--- src/core/cigen_pkg.sv ---
// constants, field layouts and carrier types for the group enable block
// assumes one core clock domain and a synchronous active-high reset
package cigen_pkg;

  typedef logic [1:0] cigen_el_t;

  localparam cigen_el_t EL_0 = 2'h0;
  localparam cigen_el_t EL_1 = 2'h1;
  localparam cigen_el_t EL_2 = 2'h2;
  localparam cigen_el_t EL_3 = 2'h3;

  // op1, CRn, CRm, op2 packed in that order
  typedef struct packed {
    logic [2:0] op1;
    logic [3:0] crn;
    logic [3:0] crm;
    logic [2:0] op2;
  } cigen_enc_s;

  localparam logic [13:0] ENC_GROUP0 = 14'h0666;
  localparam logic [13:0] ENC_GROUP1 = 14'h0667;
  localparam logic [13:0] ENC_TOP_GROUP1 = 14'h3667;

  localparam int ENABLE_POS = 0;
  localparam int TOP_NS_POS = 0;
  localparam int TOP_S_POS = 1;
  localparam logic ENABLE_RESET = 1'b0;
  localparam logic [31:0] RDATA_ZERO = 32'h0000_0000;

  typedef struct packed {
    logic write;
    cigen_el_t el;
    cigen_enc_s enc;
    logic [31:0] wdata;
  } cigen_req_s;

  typedef struct packed {
    logic trap;
    cigen_el_t trapEl;
    logic virt;
    logic [31:0] rdata;
  } cigen_rsp_s;

  // live control bits from the rest of the core
  typedef struct packed {
    logic nonsecureStateBit;
    logic secureFastIrqRouting;
    logic secureNormalIrqRouting;
    logic hypFastIrqRouting;
    logic hypNormalIrqRouting;
    logic trapAllGroup0;
    logic trapAllGroup1;
    logic [2:0] sysregInterfaceEnable;
  } cigen_ctrl_s;

  typedef struct packed {
    logic trap;
    cigen_el_t trapEl;
    logic virt;
  } cigen_route_s;

endpackage

--- src/core/cigen_access_route.sv ---
// trap and virtual-redirect decision for one group enable encoding
// assumes the access level and security state are stable with the request
`timescale 1ns/1ps
module cigen_access_route #(
  parameter bit HAS_EL3 = 1'b1
) (
  input wire cigen_pkg::cigen_el_t el,
  input wire logic ns,
  input wire logic [2:0] sysreg_interface_enable,
  input wire logic trapAll,
  input wire logic scrRoute,
  input wire logic hypRoute,
  output cigen_pkg::cigen_route_s route
);

  logic sreHere;

  always_comb begin
    case (el)
      cigen_pkg::EL_1: sreHere = sysreg_interface_enable[0];
      cigen_pkg::EL_2: sreHere = sysreg_interface_enable[1];
      cigen_pkg::EL_3: sreHere = sysreg_interface_enable[2];
      default: sreHere = 1'b0;
    endcase
  end

  always_comb begin
    route = '0;
    if (el == cigen_pkg::EL_0) begin
      // no access from the lowest level
      route.trap = 1'b1;
      route.trapEl = cigen_pkg::EL_1;
    // interface enable trap
    end else if (!sreHere) begin
      route.trap = 1'b1;
      route.trapEl = el;
    // trap to hypervisor
    end else if (ns && el == cigen_pkg::EL_1 && trapAll) begin
      route.trap = 1'b1;
      route.trapEl = cigen_pkg::EL_2;
    // trap to top level
    end else if (HAS_EL3 && scrRoute &&
                 ((el == cigen_pkg::EL_1 && (!ns || !hypRoute)) || el == cigen_pkg::EL_2)) begin
      route.trap = 1'b1;
      route.trapEl = cigen_pkg::EL_3;
    // virtual redirect
    end else if (ns && el == cigen_pkg::EL_1 && hypRoute) begin
      route.virt = 1'b1;
    end
  end

endmodule

--- src/core/cigen_group_enable_regs.sv ---
// group 0 and group 1 interrupt enable registers of one cpu interface
// assumes the core presents one system-register access per cycle, answered next cycle
//
// Contract
// group-0 enable is bit 0; bits 31:1 read as zero
// group-1 enable bit enables group 1 for current security state
// both enable bits reset to zero
// virtual group-0 accesses update the virtual group-0 field only
// virtual group-1 accesses update the virtual group-1 field only
// group-0 enable falling retargets a pending 1-of-N group-0 interrupt
// group-1 enable falling retargets a pending 1-of-N group-1 interrupt
// secure and non-secure group-1 copies alias top-level enable bits
// top-level access to group-1 enable picks copy by non-secure bit
// hypervisor fast routing sends non-secure EL1 group-0 accesses to virtual
// hypervisor normal routing sends non-secure EL1 group-1 accesses to virtual
// both registers read and written by system-register encodings given
// interface enable clear traps accesses to the same level
// trap-all-group0 traps non-secure EL1 group-0 accesses to EL2
// trap-all-group1 traps non-secure EL1 group-1 accesses to EL2
// secure fast routing traps group-0 accesses to EL3
// secure normal routing traps group-1 accesses to EL3
// disabled group is not signalled; signalling resumes when re-enabled
`timescale 1ns/1ps
module cigen_group_enable_regs #(
  parameter bit HAS_EL3 = 1'b1
) (
  input wire logic clk,
  input wire logic srst,
  input wire logic reqValid,
  input wire cigen_pkg::cigen_req_s req,
  input wire cigen_pkg::cigen_ctrl_s ctrl,
  input wire logic hppiValid,
  input wire logic hppiGroup1,
  input wire logic hppiSecure,
  input wire logic hppiOneOfN,
  input wire logic pendGroup0,
  input wire logic pendGroup1,
  output logic rspValid,
  output cigen_pkg::cigen_rsp_s rsp,
  output logic group0Enable,
  output logic secureGroup1EnBit,
  output logic nonsecureGroup1EnBit,
  output logic virtGroup0EnField,
  output logic virtGroup1EnField,
  output logic fiqSignal,
  output logic irqSignal,
  output logic retargetGroup0,
  output logic retargetGroup1
);

  logic hitG0;
  logic hitG1;
  logic hitTop;
  logic ns;
  logic wrBit;
  cigen_pkg::cigen_route_s route0;
  cigen_pkg::cigen_route_s route1;
  cigen_pkg::cigen_route_s routeTop;
  cigen_pkg::cigen_route_s routeSel;
  logic physWrG0;
  logic physWrG1;
  logic physWrTop;
  logic virtWrG0;
  logic virtWrG1;
  logic curGroup1;
  logic retarget1S;
  logic retarget1NS;
  logic [31:0] next_rdata;

  assign ns = ctrl.nonsecureStateBit;
  assign wrBit = req.wdata[cigen_pkg::ENABLE_POS];

  // encoding decode
  assign hitG0 = req.enc == cigen_pkg::ENC_GROUP0;
  assign hitG1 = req.enc == cigen_pkg::ENC_GROUP1;
  assign hitTop = req.enc == cigen_pkg::ENC_TOP_GROUP1;

  cigen_access_route #(.HAS_EL3(HAS_EL3)) u_route0 (
    .el(req.el),
    .ns(ns),
    .sysreg_interface_enable(ctrl.sysregInterfaceEnable),
    .trapAll(ctrl.trapAllGroup0),
    .scrRoute(ctrl.secureFastIrqRouting),
    .hypRoute(ctrl.hypFastIrqRouting),
    .route(route0)
  );

  cigen_access_route #(.HAS_EL3(HAS_EL3)) u_route1 (
    .el(req.el),
    .ns(ns),
    .sysreg_interface_enable(ctrl.sysregInterfaceEnable),
    .trapAll(ctrl.trapAllGroup1),
    .scrRoute(ctrl.secureNormalIrqRouting),
    .hypRoute(ctrl.hypNormalIrqRouting),
    .route(route1)
  );

  // top-level register: only EL3 with its interface enabled
  always_comb begin
    routeTop = '0;
    if (req.el != cigen_pkg::EL_3) begin
      routeTop.trap = 1'b1;
      routeTop.trapEl = cigen_pkg::EL_1;
    end else if (!ctrl.sysregInterfaceEnable[2]) begin
      routeTop.trap = 1'b1;
      routeTop.trapEl = cigen_pkg::EL_3;
    end
  end

  always_comb begin
    routeSel = '0;
    if (hitG0) begin
      routeSel = route0;
    end else if (hitG1) begin
      routeSel = route1;
    end else if (hitTop) begin
      routeSel = routeTop;
    end else begin
      // unknown encoding is undefined at EL1
      routeSel.trap = 1'b1;
      routeSel.trapEl = cigen_pkg::EL_1;
    end
  end

  assign physWrG0 = reqValid && req.write && hitG0 && !route0.trap && !route0.virt;
  assign physWrG1 = reqValid && req.write && hitG1 && !route1.trap && !route1.virt;
  assign physWrTop = reqValid && req.write && hitTop && !routeTop.trap;
  assign virtWrG0 = reqValid && req.write && hitG0 && route0.virt;
  assign virtWrG1 = reqValid && req.write && hitG1 && route1.virt;

  // group-0 enable
  always_ff @(posedge clk) begin
    if (srst) begin
      group0Enable <= cigen_pkg::ENABLE_RESET;
    end else if (physWrG0) begin
      group0Enable <= wrBit;
    end
  end

  // banked group-1 copies
  always_ff @(posedge clk) begin
    if (srst) begin
      secureGroup1EnBit <= cigen_pkg::ENABLE_RESET;
      nonsecureGroup1EnBit <= cigen_pkg::ENABLE_RESET;
    end else if (physWrTop) begin
      secureGroup1EnBit <= req.wdata[cigen_pkg::TOP_S_POS];
      nonsecureGroup1EnBit <= req.wdata[cigen_pkg::TOP_NS_POS];
    end else if (physWrG1) begin
      if (ns) begin
        nonsecureGroup1EnBit <= wrBit;
      end else begin
        secureGroup1EnBit <= wrBit;
      end
    end
  end

  // virtual fields
  always_ff @(posedge clk) begin
    if (srst) begin
      virtGroup0EnField <= cigen_pkg::ENABLE_RESET;
      virtGroup1EnField <= cigen_pkg::ENABLE_RESET;
    end else begin
      if (virtWrG0) begin
        virtGroup0EnField <= wrBit;
      end
      if (virtWrG1) begin
        virtGroup1EnField <= wrBit;
      end
    end
  end

  // copy of the running security state
  assign curGroup1 = ns ? nonsecureGroup1EnBit : secureGroup1EnBit;

  always_comb begin
    next_rdata = cigen_pkg::RDATA_ZERO;
    if (!routeSel.trap) begin
      if (hitG0) begin
        next_rdata[cigen_pkg::ENABLE_POS] = routeSel.virt ? virtGroup0EnField : group0Enable;
      end else if (hitG1) begin
        next_rdata[cigen_pkg::ENABLE_POS] = routeSel.virt ? virtGroup1EnField : curGroup1;
      end else if (hitTop) begin
        next_rdata[cigen_pkg::TOP_S_POS] = secureGroup1EnBit;
        next_rdata[cigen_pkg::TOP_NS_POS] = nonsecureGroup1EnBit;
      end
    end
  end

  // response one cycle after the request
  always_ff @(posedge clk) begin
    if (srst) begin
      rspValid <= 1'b0;
      rsp <= '0;
    end else begin
      rspValid <= reqValid;
      if (reqValid) begin
        rsp.trap <= routeSel.trap;
        rsp.trapEl <= routeSel.trapEl;
        rsp.virt <= routeSel.virt;
        rsp.rdata <= req.write ? cigen_pkg::RDATA_ZERO : next_rdata;
      end
    end
  end

  // group gating of signals
  always_ff @(posedge clk) begin
    if (srst) begin
      fiqSignal <= 1'b0;
      irqSignal <= 1'b0;
    end else begin
      fiqSignal <= pendGroup0 && group0Enable;
      irqSignal <= pendGroup1 && curGroup1;
    end
  end

  cigen_retarget u_ret0 (
    .clk(clk),
    .srst(srst),
    .enable(group0Enable),
    .hppiMatch(hppiValid && !hppiGroup1 && hppiOneOfN),
    .retarget(retargetGroup0)
  );

  cigen_retarget u_ret1s (
    .clk(clk),
    .srst(srst),
    .enable(secureGroup1EnBit),
    .hppiMatch(hppiValid && hppiGroup1 && hppiSecure && hppiOneOfN),
    .retarget(retarget1S)
  );

  cigen_retarget u_ret1ns (
    .clk(clk),
    .srst(srst),
    .enable(nonsecureGroup1EnBit),
    .hppiMatch(hppiValid && hppiGroup1 && !hppiSecure && hppiOneOfN),
    .retarget(retarget1NS)
  );

  assign retargetGroup1 = retarget1S || retarget1NS;
endmodule

--- src/core/cigen_retarget.sv ---
// flags a 1-of-N retarget when an enable bit falls under a matching pending interrupt
// assumes the pending-interrupt info is current in the cycle of the fall
`timescale 1ns/1ps
module cigen_retarget (
  input wire logic clk,
  input wire logic srst,
  input wire logic enable,
  input wire logic hppiMatch,
  output logic retarget
);

  logic enableDly;

  always_ff @(posedge clk) begin
    if (srst) begin
      enableDly <= cigen_pkg::ENABLE_RESET;
    end else begin
      enableDly <= enable;
    end
  end

  // retarget on fall
  always_ff @(posedge clk) begin
    if (srst) begin
      retarget <= 1'b0;
    end else begin
      retarget <= enableDly && !enable && hppiMatch;
    end
  end

endmodule

--- config.mk ---
export PLATFORM = sky130hd
export DESIGN_NAME = cigen_group_enable_regs
export DESIGN_NICKNAME = d
export VERILOG_FILES = /design/src/core/cigen_pkg.sv /design/src/core/cigen_access_route.sv /design/src/core/cigen_group_enable_regs.sv /design/src/core/cigen_retarget.sv
export SDC_FILE = /design/constraint.sdc
export NUM_CORES = 1
export LEC_CHECK = 0
export BUFFER_PORTS_ARGS = -buffer_cell sky130_fd_sc_hd__buf_2
export CAP_MARGIN = 30
export CORE_MARGIN = 4
export CORE_UTILIZATION = 42
export DETAILED_ROUTE_END_ITERATION = 10
export HOLD_SLACK_MARGIN = 0.12
export PLACE_DENSITY_LB_ADDON = 0.05
export SYNTH_ARGS = -nofsm -noshare
export SYNTH_HDL_FRONTEND = slang
export SYNTH_SLANG_ARGS = --single-unit
--- constraint.sdc ---
create_clock -name clk -period 4.1 [get_ports clk]
set_clock_uncertainty 0.1 [all_clocks]
set_input_delay 0.41 -clock clk [delete_from_list [all_inputs] [get_ports clk]]
set_output_delay 0.41 -clock clk [all_outputs]
set_load 0.01 [all_outputs]
# --- Word level (Yosys, flattened, before mapping) ---
# Cells that the tools add are included.
op_classes:
  eq_ne: 8
  n_mux: 40
  n_reduce_logical: 58
op_table:
  columns: ["operator", "count"]
  rows:
  - ["1-bit logical AND", 35]
  - ["3-bit two-way mux", 11]
  - ["14-bit by 11-bit == test with 1-bit output (second input constant)", 2]
  - ["1-bit two-way mux", 23]
  - ["14-bit == test (second input constant)", 1]
  - ["1-bit logical NOT", 13]
  - ["4-bit two-way mux", 2]
  - ["2-bit two-way mux", 3]
  - ["1-bit logical OR", 5]
  - ["2-bit == test (second input constant)", 2]
  - ["2-bit AND reduction", 2]
  - ["2-bit nonzero test", 2]
  - ["1-bit case mux with 3 select lines", 1]
  - ["2-bit by 1-bit == test with 1-bit output (second input constant)", 1]
  - ["2-bit logical NOT", 1]
  - ["2-bit by 1-bit inequality test with 1-bit output (second input constant)", 1]
  - ["2-bit inequality test (second input constant)", 1]
word_totals:
  ff_bits: 50
  elab_cells: 124

# --- Logic depth before layout (Yosys ltp) ---
# Gate-level depths: netlist of the first run.
logic_depth:
  depth_word: 16
  ltp_mapped: 7
  ltp_nobuf: 6

# --- Cells and area by module ---
# Synthesis of the first run repeated with hierarchy kept, for this count alone.
hier_totals:
  hier_cells: 180
  hier_area_um2: 1427.6
modules_own_cells:
  columns: ["mod", "instances", "cells_per_inst", "area_per_inst_um2"]
  rows:
  - ["cigen_group_enable_regs", 1, 132, 1033.5]
  - ["cigen_access_route", 2, 18, 105.1]
  - ["cigen_retarget", 3, 4, 61.3]

# --- Worst setup path after synthesis of the first run ---
# Ideal clock, no wire load.
synth_timing:
  path_type: "input to register"
  from: "input port req[40] (netlist bit)"
  to: "register rsp[34] (netlist bit)"
  setup_ns: 0.103
  t_arrival_ns: 2.082
  required_ns: 3.897
  setup_slack_ns: 1.814
  cell_stages: 6
  path_cell_list: "or4b_1 > or3_1 > buf_6 > o41ai_2 > a21oi_1 > a2111oi_2"
synth_between:
  elab_chain_cells: 4
synth_lines:
  columns: ["item", "line", "rtl"]
  rows:
  - ["start, declared", "cigen_group_enable_regs.sv:30", "input wire cigen_pkg::cigen_req_s req,"]
  - ["14-bit == test", "cigen_group_enable_regs.sv:76", "assign hitTop = req.enc == cigen_pkg::ENC_TOP_GROUP1;"]
  - ["3-bit two-way mux", "cigen_group_enable_regs.sv:116", "end else if (hitTop) begin"]
  - ["4-bit two-way mux", "cigen_group_enable_regs.sv:114", "end else if (hitG1) begin"]
  - ["4-bit two-way mux *", "cigen_group_enable_regs.sv:112", "if (hitG0) begin"]
  - ["end, declared", "cigen_group_enable_regs.sv:39", "output cigen_pkg::cigen_rsp_s rsp,"]
# Mark *: on every way between the ends. The rest lies on a longest branch, timed or not.
# A chain may end at the register's enable or synchronous reset.

# --- Worst setup path after layout of the first run ---
layout_timing:
  from: "input port req[40] (netlist bit)"
  to: "register secureGroup1EnBit"
layout_between:
  elab_chain_cells: 6
layout_lines:
  columns: ["item", "line", "rtl"]
  rows:
  - ["14-bit by 11-bit == test with 1-bit output", "cigen_group_enable_regs.sv:75", "assign hitG1 = req.enc == cigen_pkg::ENC_GROUP1;"]
  - ["1-bit logical AND (3 in series)", "cigen_group_enable_regs.sv:126", "assign physWrG1 = reqValid && req.write && hitG1 && !route1.trap && !route1.virt;"]
  - ["2-bit nonzero test (no line)", null, null]
  - ["2-bit AND reduction (no line)", null, null]
  - ["end signal, assigned", "cigen_group_enable_regs.sv:143", "secureGroup1EnBit <= cigen_pkg::ENABLE_RESET;"]
  - ["end signal, assigned", "cigen_group_enable_regs.sv:146", "secureGroup1EnBit <= req.wdata[cigen_pkg::TOP_S_POS];"]
  - ["end signal, assigned", "cigen_group_enable_regs.sv:152", "secureGroup1EnBit <= wrBit;"]
  - ["end, declared", "cigen_group_enable_regs.sv:41", "output logic secureGroup1EnBit,"]
# Several ways; a longest one is shown, not always the timed one.

==> results of run 1 <==
power by group:
| group | internal [µW] | switching (µW) |
|---|---|---|
| logic | 29.2 | 48.7 |
| registers | 197 | 0.986 |
| clock network | 98.8 | 65.0 |
logic make-up (layout without fill, tap and decap cells):
family / Yosys count / in the layout / share of synthesized area (%)
flops: 20 / 20 / 28.29
simple gates: 76 / 76 / 32.10
mux: 7 / 7 / 5.040
compound gates: 29 / 29 / 15.47
buf+inv: 39 / 60 / 18.83
other cells: 1 / 30 / 0.2650
worst max-delay path, stage by stage:
cell and delay [ps]:
buf_2 100, or4b_1 530, or3_1 570, nor4_2 420, nor2_1 80, mux2i_1 140, o21ai_1 80
final timing paths:
kind	startpoint	end	slack (ps)
worst max-delay path	req[40]	secureGroup1EnBit$_SDFFE_PP0P_	1870
worst min-delay path	hppiSecure	u_ret1ns.retarget$_SDFF_PP0_	170
worst max register to register	secureGroup1EnBit$_SDFFE_PP0P_	rsp[0]$_SDFFE_PP0P_	2620
worst min register to register	u_ret0.enableDly$_SDFF_PP0_	u_ret0.retarget$_SDFF_PP0_	330
placed cells by master (no fill, tap or decap), types with 5 or more instances in the layout:
cell / n
nand2_1: 14
nor2_1: 12
nand3_1: 8
buf_2: 53
nand2b_1: 5
conb_1: 30
nor2b_1: 5
dfxtp_1: 20
nand4b_1: 5
mux2i_1: 6
area by class of cell:
| type | count | area, µm² |
|---|---|---|
| clock buffer | 3 | 22.52 |
| clock inverter | 1 | 30.03 |
| fill | 327 | 1486 |
| inverter | 3 | 11.26 |
| multi-input combinational | 142 | 857.1 |
| sequential | 20 | 400.4 |
| tap | 44 | 55.05 |
| timing repair buffer | 53 | 265.3 |
metrics by stage:
stage	util, %	power [µW]	cell area (µm²)
finish	52.48	439.2	1642
global route	52.48	465.5	1642
CTS	52.48	444.4	1642
detailed placement	50.80	279.2	1589
global placement	50.80	277.4	1589
floorplan	-	269.0	1524
routing by layer:
| metal | vias to the layer above | GRT usage, % | part of all wire (%) |
|---|---|---|---|
| met5 | - | 0 | 0 |
| met4 | 0 | 6.091 | 0.81 |
| met3 | 2 | 1.701 | 7.6 |
| met2 | 56 | 26.28 | 48 |
| met1 | 604 | 20.88 | 44 |
| li1 | 652 | - | - |
==> run_results.csv, run 1 <==
group,metric,value,unit
route,drt_first_pass_iters,4,
route,wl,3343,µm
clock_tree,ctsHoldBuffers,0,
layout,diodes,0,
route,wl_per_cell,12.57,µm
global_routing,grt_pass1_vias,1214,
route,first_iter_violations,37,
sta,timing.fmax,448.8,MHz
logic_synthesis,synth_top_area_share,28.29,%
global_routing,grt_max_degree,17,
setup_path,critPathLaunchType,"primary input",
global_routing,grt_use_total,15.83,%
clock_tree,clock_sinks,20,
job,max-cap-violations,0,
logic_synthesis,synth_seq_cells,20,
floorplan,coreArea,3128,µm²
setup_path,arrival,2330,ps
layout,layout.nets,291,
global_routing,antenna_found_initial,0,
clock_tree,htree_levels,1,
clock_tree,cts_buffers,3,
logic_synthesis,ys_warn_count,0,
placement,place_hpwl,2835,µm
sta,finalCritPeriodShare,54.35,%
status,status,"completed",
global_routing,grt_pass1_wl,5471,µm
layout,syn_to_final_growth,16.00,%
logic_synthesis,synth_commonest_cells,"buf_4 (30), dfxtp_1 (20), nand2_1 (14)",
global_routing,overflow,0,
route,drt.antenna.violating_nets,0,
placement,dp.cells,262,
logic_synthesis,synth-main-ff-cell,"dfxtp_1",
logic_synthesis,synth_most_common_cell,"buf_4",
clock_tree,clock_path_buffers,2,
logic_synthesis,yosysSeqAreaShare,28.29,%
power_and_ir_drop,powerDensity,267.6,nW/µm²
sta,rsz0062_at_grt,"false",
sta,drv_slew,0,
setup_path,worstPathRequired,4200,ps
layout,top_register,"rsp",
clock_tree,cts_tree,"yes",
floorplan,die_w,66.05,µm
sta,finalCriticalPeriod,2228,ps
clock_tree,path_clk_slew,120,ps
logic_synthesis,synth.area.top_cells,"dfxtp_1 (28%), buf_4 (16%), mux2i_1 (4.2%), nand2_1 (3.7%), nor2_1 (3.2%)",
route,vias_per_cell,4.940,
setup_path,worst-path-max-fanout,8,
placement,place_ws,1538,ps
sta,finalSetupTns,0,ps
clock_tree,post_cts_buffers,0,
logic_synthesis,synth_edf_count,0,
setup_path,reg2regPathDepth,5,
route,vias,1314,
logic_synthesis,synth_area,1415,µm²
logic_synthesis,syn_inst,172,
layout,final_cells,266,
setup_path,critical_path_class,"primary input to flop",
sta,finalSetupViolCount,0,
setup_path,cp-end-kind,"flop",
sta,holdWs,172.4,ps
placement,numPortBuffers,53,
worst_hold_path,hold_path_class,"primary input to flop",
clock_tree,root_buffer,"clkbuf_4",
logic_synthesis,ys_types,44,
floorplan,dieArea,4362,µm²
route,post-route-drc-count,0,
layout,layout-drive-gt1-share,30.18,%
layout,largest_register_ffs,6,
power_and_ir_drop,ir_worst_vdd,109.3,µV
power_and_ir_drop,p_leak,0.0007546,µW
logic_synthesis,synth_area_per_cell,8.227,µm²
floorplan,rows,20,
logic_synthesis,synthArstFlopShare,0,%
clock_tree,clock_latency,310,ps
clock_tree,cts_resized,0,
floorplan,ioPinCount,114,
placement,gp_congestion,0.8745,
worst_hold_path,min_path_cells,2,
logic_synthesis,synth_top_area_cell,"dfxtp_1",
sta,final-hold-violation-count,0,
floorplan,start_util,45.24,%
sta,setup_ws,1872,ps
floorplan,die_y,66.05,µm
No activity file was read; power rests on OpenSTA's default activity.
==> run 2, diff against run 1 <==
--- a/config.mk
+++ b/config.mk
@@ -5,10 +5,11 @@
 export SDC_FILE = /design/constraint.sdc
 export NUM_CORES = 1
 export LEC_CHECK = 0
+export ABC_AREA = 1
 export BUFFER_PORTS_ARGS = -buffer_cell sky130_fd_sc_hd__buf_2
 export CAP_MARGIN = 30
 export CORE_MARGIN = 4
-export CORE_UTILIZATION = 42
+export CORE_UTILIZATION = 36
 export DETAILED_ROUTE_END_ITERATION = 10
 export HOLD_SLACK_MARGIN = 0.12
 export PLACE_DENSITY_LB_ADDON = 0.05
==> constraint.sdc (replaced) <==
create_clock -name clk -period 1.8 [get_ports clk]
set_clock_uncertainty 0.1 [all_clocks]
set_input_delay 0.18 -clock clk [delete_from_list [all_inputs] [get_ports clk]]
set_output_delay 0.18 -clock clk [all_outputs]
set_load 0.01 [all_outputs]
==> run 2 against run 1 <==
  * Non-clock buffer count grew 11
  * Synthesized cell count grew 28%
  * Flip-flop and latch count unchanged
  * Critical path depth increased by 3
  * Die area up 18%
  * Global-route usage is 2.8 points lower
==> run_results.csv, run 2 <==
group,metric,value,unit
status,status,"completed",
logic_synthesis,synth_top_area_cell,"dfxtp_1",
logic_synthesis,synth_top_area_share,27.37,%
logic_synthesis,ys_warn_count,0,
sta,finalSetupViolCount,0,
logic_synthesis,synth_most_common_cell,"nand2_1",
setup_path,crit_chain,"dlygate4sd3_1 > buf_2 > nand2_1 > inv_1 > nand2_1 > nor2_1 > nand2_1 > o21ai_1 > nor2_1 > a211oi_1",
global_routing,grt_pass1_wl,5526,µm
setup_path,worst-path-max-fanout,8,
setup_path,reg2regPathDepth,4,
floorplan,die_y,71.74,µm
route,wl,3325,µm
power_and_ir_drop,ir_worst_vdd,540.2,µV
placement,numPortBuffers,53,
layout,layout-drive-gt1-share,28.52,%
global_routing,grt_use_total,13.05,%
setup_path,slowest_delay,520,ps
logic_synthesis,synth_seq_cells,20,
global_routing,use_met1,18.21,%
placement,gp_congestion,0.8498,
clock_tree,root_buffer,"clkbuf_8",
setup_path,rrSetupSlack,320,ps
logic_synthesis,synth.area.top_cells,"dfxtp_1 (27%), buf_4 (15%), nand2_1 (12%), inv_1 (6.4%), nor2_1 (6.2%)",
sta,finalCriticalPeriod,1675,ps
sta,final-hold-violation-count,0,
clock_tree,path_clk_slew,70,ps
sta,rsz0062_at_grt,"false",
setup_path,crit_top_cell,"nand2_1",
logic_synthesis,synth_commonest_cells,"nand2_1 (48), buf_4 (30), inv_1 (25)",
global_routing,overflow,0,
worst_hold_path,hold_path_class,"primary input to flop",
layout,syn_to_final_growth,24.72,%
layout,layout.cells.most_common_list,"buf_2 (53), nand2_1 (48), conb_1 (30)",
layout,fillers,437,
floorplan,die_w,71.74,µm
global_routing,grt_max_degree,17,
setup_path,path_delay_family,"buffers and inverters",
logic_synthesis,synth_edf_count,0,
layout,design_area,1824,µm²
route,vias,1411,
logic_synthesis,synth-main-ff-cell,"dfxtp_1",
sta,setup_ws,125.0,ps
route,wl_per_cell,10.02,µm
layout,top_register,"rsp",
global_routing,grt_pass1_vias,1268,
clock_tree,post_cts_buffers,0,
clock_tree,ctsHoldBuffers,11,
layout,final_common_cell,"buf_2",
setup_path,arrival,1740,ps
power_and_ir_drop,switching_share,26.37,%
floorplan,dieArea,5147,µm²
floorplan,coreArea,3799,µm²
setup_path,crit_slowest_cell,"dlygate4sd3_1",
power_and_ir_drop,switchingPower,255.5,µW
setup_path,crit_cells,10,
layout,diodes,0,
setup_path,crit_end,"nonsecureGroup1EnBit$_SDFFE_PP0P_",
clock_tree,htree_levels,1,
route,drt_first_pass_iters,4,
placement,place_area,1659,µm²
floorplan,ioPinCount,114,
setup_path,cp_num_buf_inv,3,
logic_synthesis,ys_types,28,
power_and_ir_drop,pwr-share-clk,34.3,%
setup_path,critical_path_class,"primary input to flop",
placement,place_hpwl,2747,µm
placement,place_ws,147.0,ps
route,post-route-drc-count,0,
clock_tree,clock_path_buffers,2,
route,first_iter_violations,40,
power_and_ir_drop,comb_power_share,19.1,%
layout,largest_register_ffs,6,
layout,layout.nets,353,
global_routing,grt_most_used_layer,"met2",
sta,timing.fmax,597.0,MHz
power_and_ir_drop,p_int,713.3,µW
logic_synthesis,yosysSeqAreaShare,27.37,%
clock_tree,cts_tree,"yes",
global_routing,grtUsageMet2,20.82,%
setup_path,cp-end-kind,"flop",
job,max-cap-violations,0,
global_routing,antenna_found_initial,0,
clock_tree,clock_sinks,20,
logic_synthesis,synth_area,1463,µm²
route,vias_per_cell,4.250,
power_and_ir_drop,p_leak,0.0009613,µW
logic_synthesis,synth_area_per_cell,6.648,µm²
setup_path,timing.rr.start,"nonsecureGroup1EnBit$_SDFFE_PP0P_",
sta,finalCritPeriodShare,93.05,%
logic_synthesis,syn_inst,220,
setup_path,r2r-end,"u_ret1ns.retarget$_SDFF_PP0_",
sta,drv_slew,0,
sta,finalSetupTns,0,ps
route,drt.antenna.violating_nets,0,
setup_path,critPathLaunch,"reqValid",
clock_tree,clock_latency,250,ps
clock_tree,cts_buffers,3,
setup_path,worstPathRequired,1870,ps
setup_path,critPathLaunchType,"primary input",
power_and_ir_drop,powerDensity,531.0,nW/µm²
global_routing,grt_util_met3,2.665,%
power_and_ir_drop,seqPwrFrac,46.6,%
clock_tree,cts_resized,0,
floorplan,start_util,38.50,%
logic_synthesis,synthArstFlopShare,0,%
floorplan,rows,22,
run 2: changes by cell type after synthesis, sizes merged, moves of 6 or more:
cell / before / now
nand2: 14 / 53
nor2: 13 / 34
nand3: 8 / 15
inv: 3 / 28
mux2i: 6 / 0
o21ai: 5 / 11
run 2: worst min path at each step:
stage                           from  cells past startpoint                           end  slack, ps
after floorplan           hppiSecure                      1  u_ret1ns.retarget$_SDFF_PP0_        160
after global placement    hppiGroup1                      2    u_ret0.retarget$_SDFF_PP0_        260
after detailed placement  hppiSecure                      2  u_ret1ns.retarget$_SDFF_PP0_        260
after CTS                    req[48]                      4           rsp[1]$_SDFFE_PP0P_        170
after global routing         req[48]                      4           rsp[1]$_SDFFE_PP0P_        180
final                        req[48]                      4           rsp[1]$_SDFFE_PP0P_        180
run 2: area by class of cell:
cell class | count | area (µm²) | area share, %
clock buffer | 4 | 55.05 | 3.018
timing repair buffer | 64 | 375.4 | 20.58
inverter | 28 | 105.1 | 5.761
tap | 48 | 60.06 | 3.292
multi-input combinational | 168 | 828.3 | 45.40
sequential | 20 | 400.4 | 21.95
run 2: logic make-up (layout without fill, tap and decap cells):
logic type             count (synthesis)  count (layout)  synth area share [%]
AND/OR/NAND/NOR                      116             116                 40.72
buffers and inverters                 61              96                 23.44
AO/OA/AOI/OAI                         22              22                 8.212
flip-flops                            20              20                 27.37
other                                  1              30                0.2564
run 2: power groups by stage:
stage / clock, µW / combinational (µW) / sequential (µW)
final: 332 / 185 / 451
after global routing: 367 / 210 / 452
after floorplan: 0 / 147 / 465
after CTS: 345 / 185 / 451
after detailed placement: 0 / 170 / 462
after global placement: 0 / 170 / 461
run 2: metal layers:
layer	wire, µm	vias to the layer above
met1	1527	599
met4	13	0
met3	250	2
met2	1533	47
li1	-	763
met5	0	-
run 2: worst min-delay path, delay by kind of cell:
kind / cells / cell delay (ps)
AO/OA/AOI/OAI: 1 / 60
buffers and inverters: 1 / 90
AND/OR/NAND/NOR: 2 / 150
run 2: through the flow:
stage          hold slack [ps]  instances  utilization, %  power, µW
6_report                 181.7        332           48.02      968.7
5_1_grt                  177.5        332           48.02       1029
4_1_cts                  174.4        332           48.02      981.6
3_5_place_dp             264.9        317           43.68      631.2
3_3_place_gp             264.8        317           43.68      631.8
2_1_floorplan            156.8        249               -      612.4
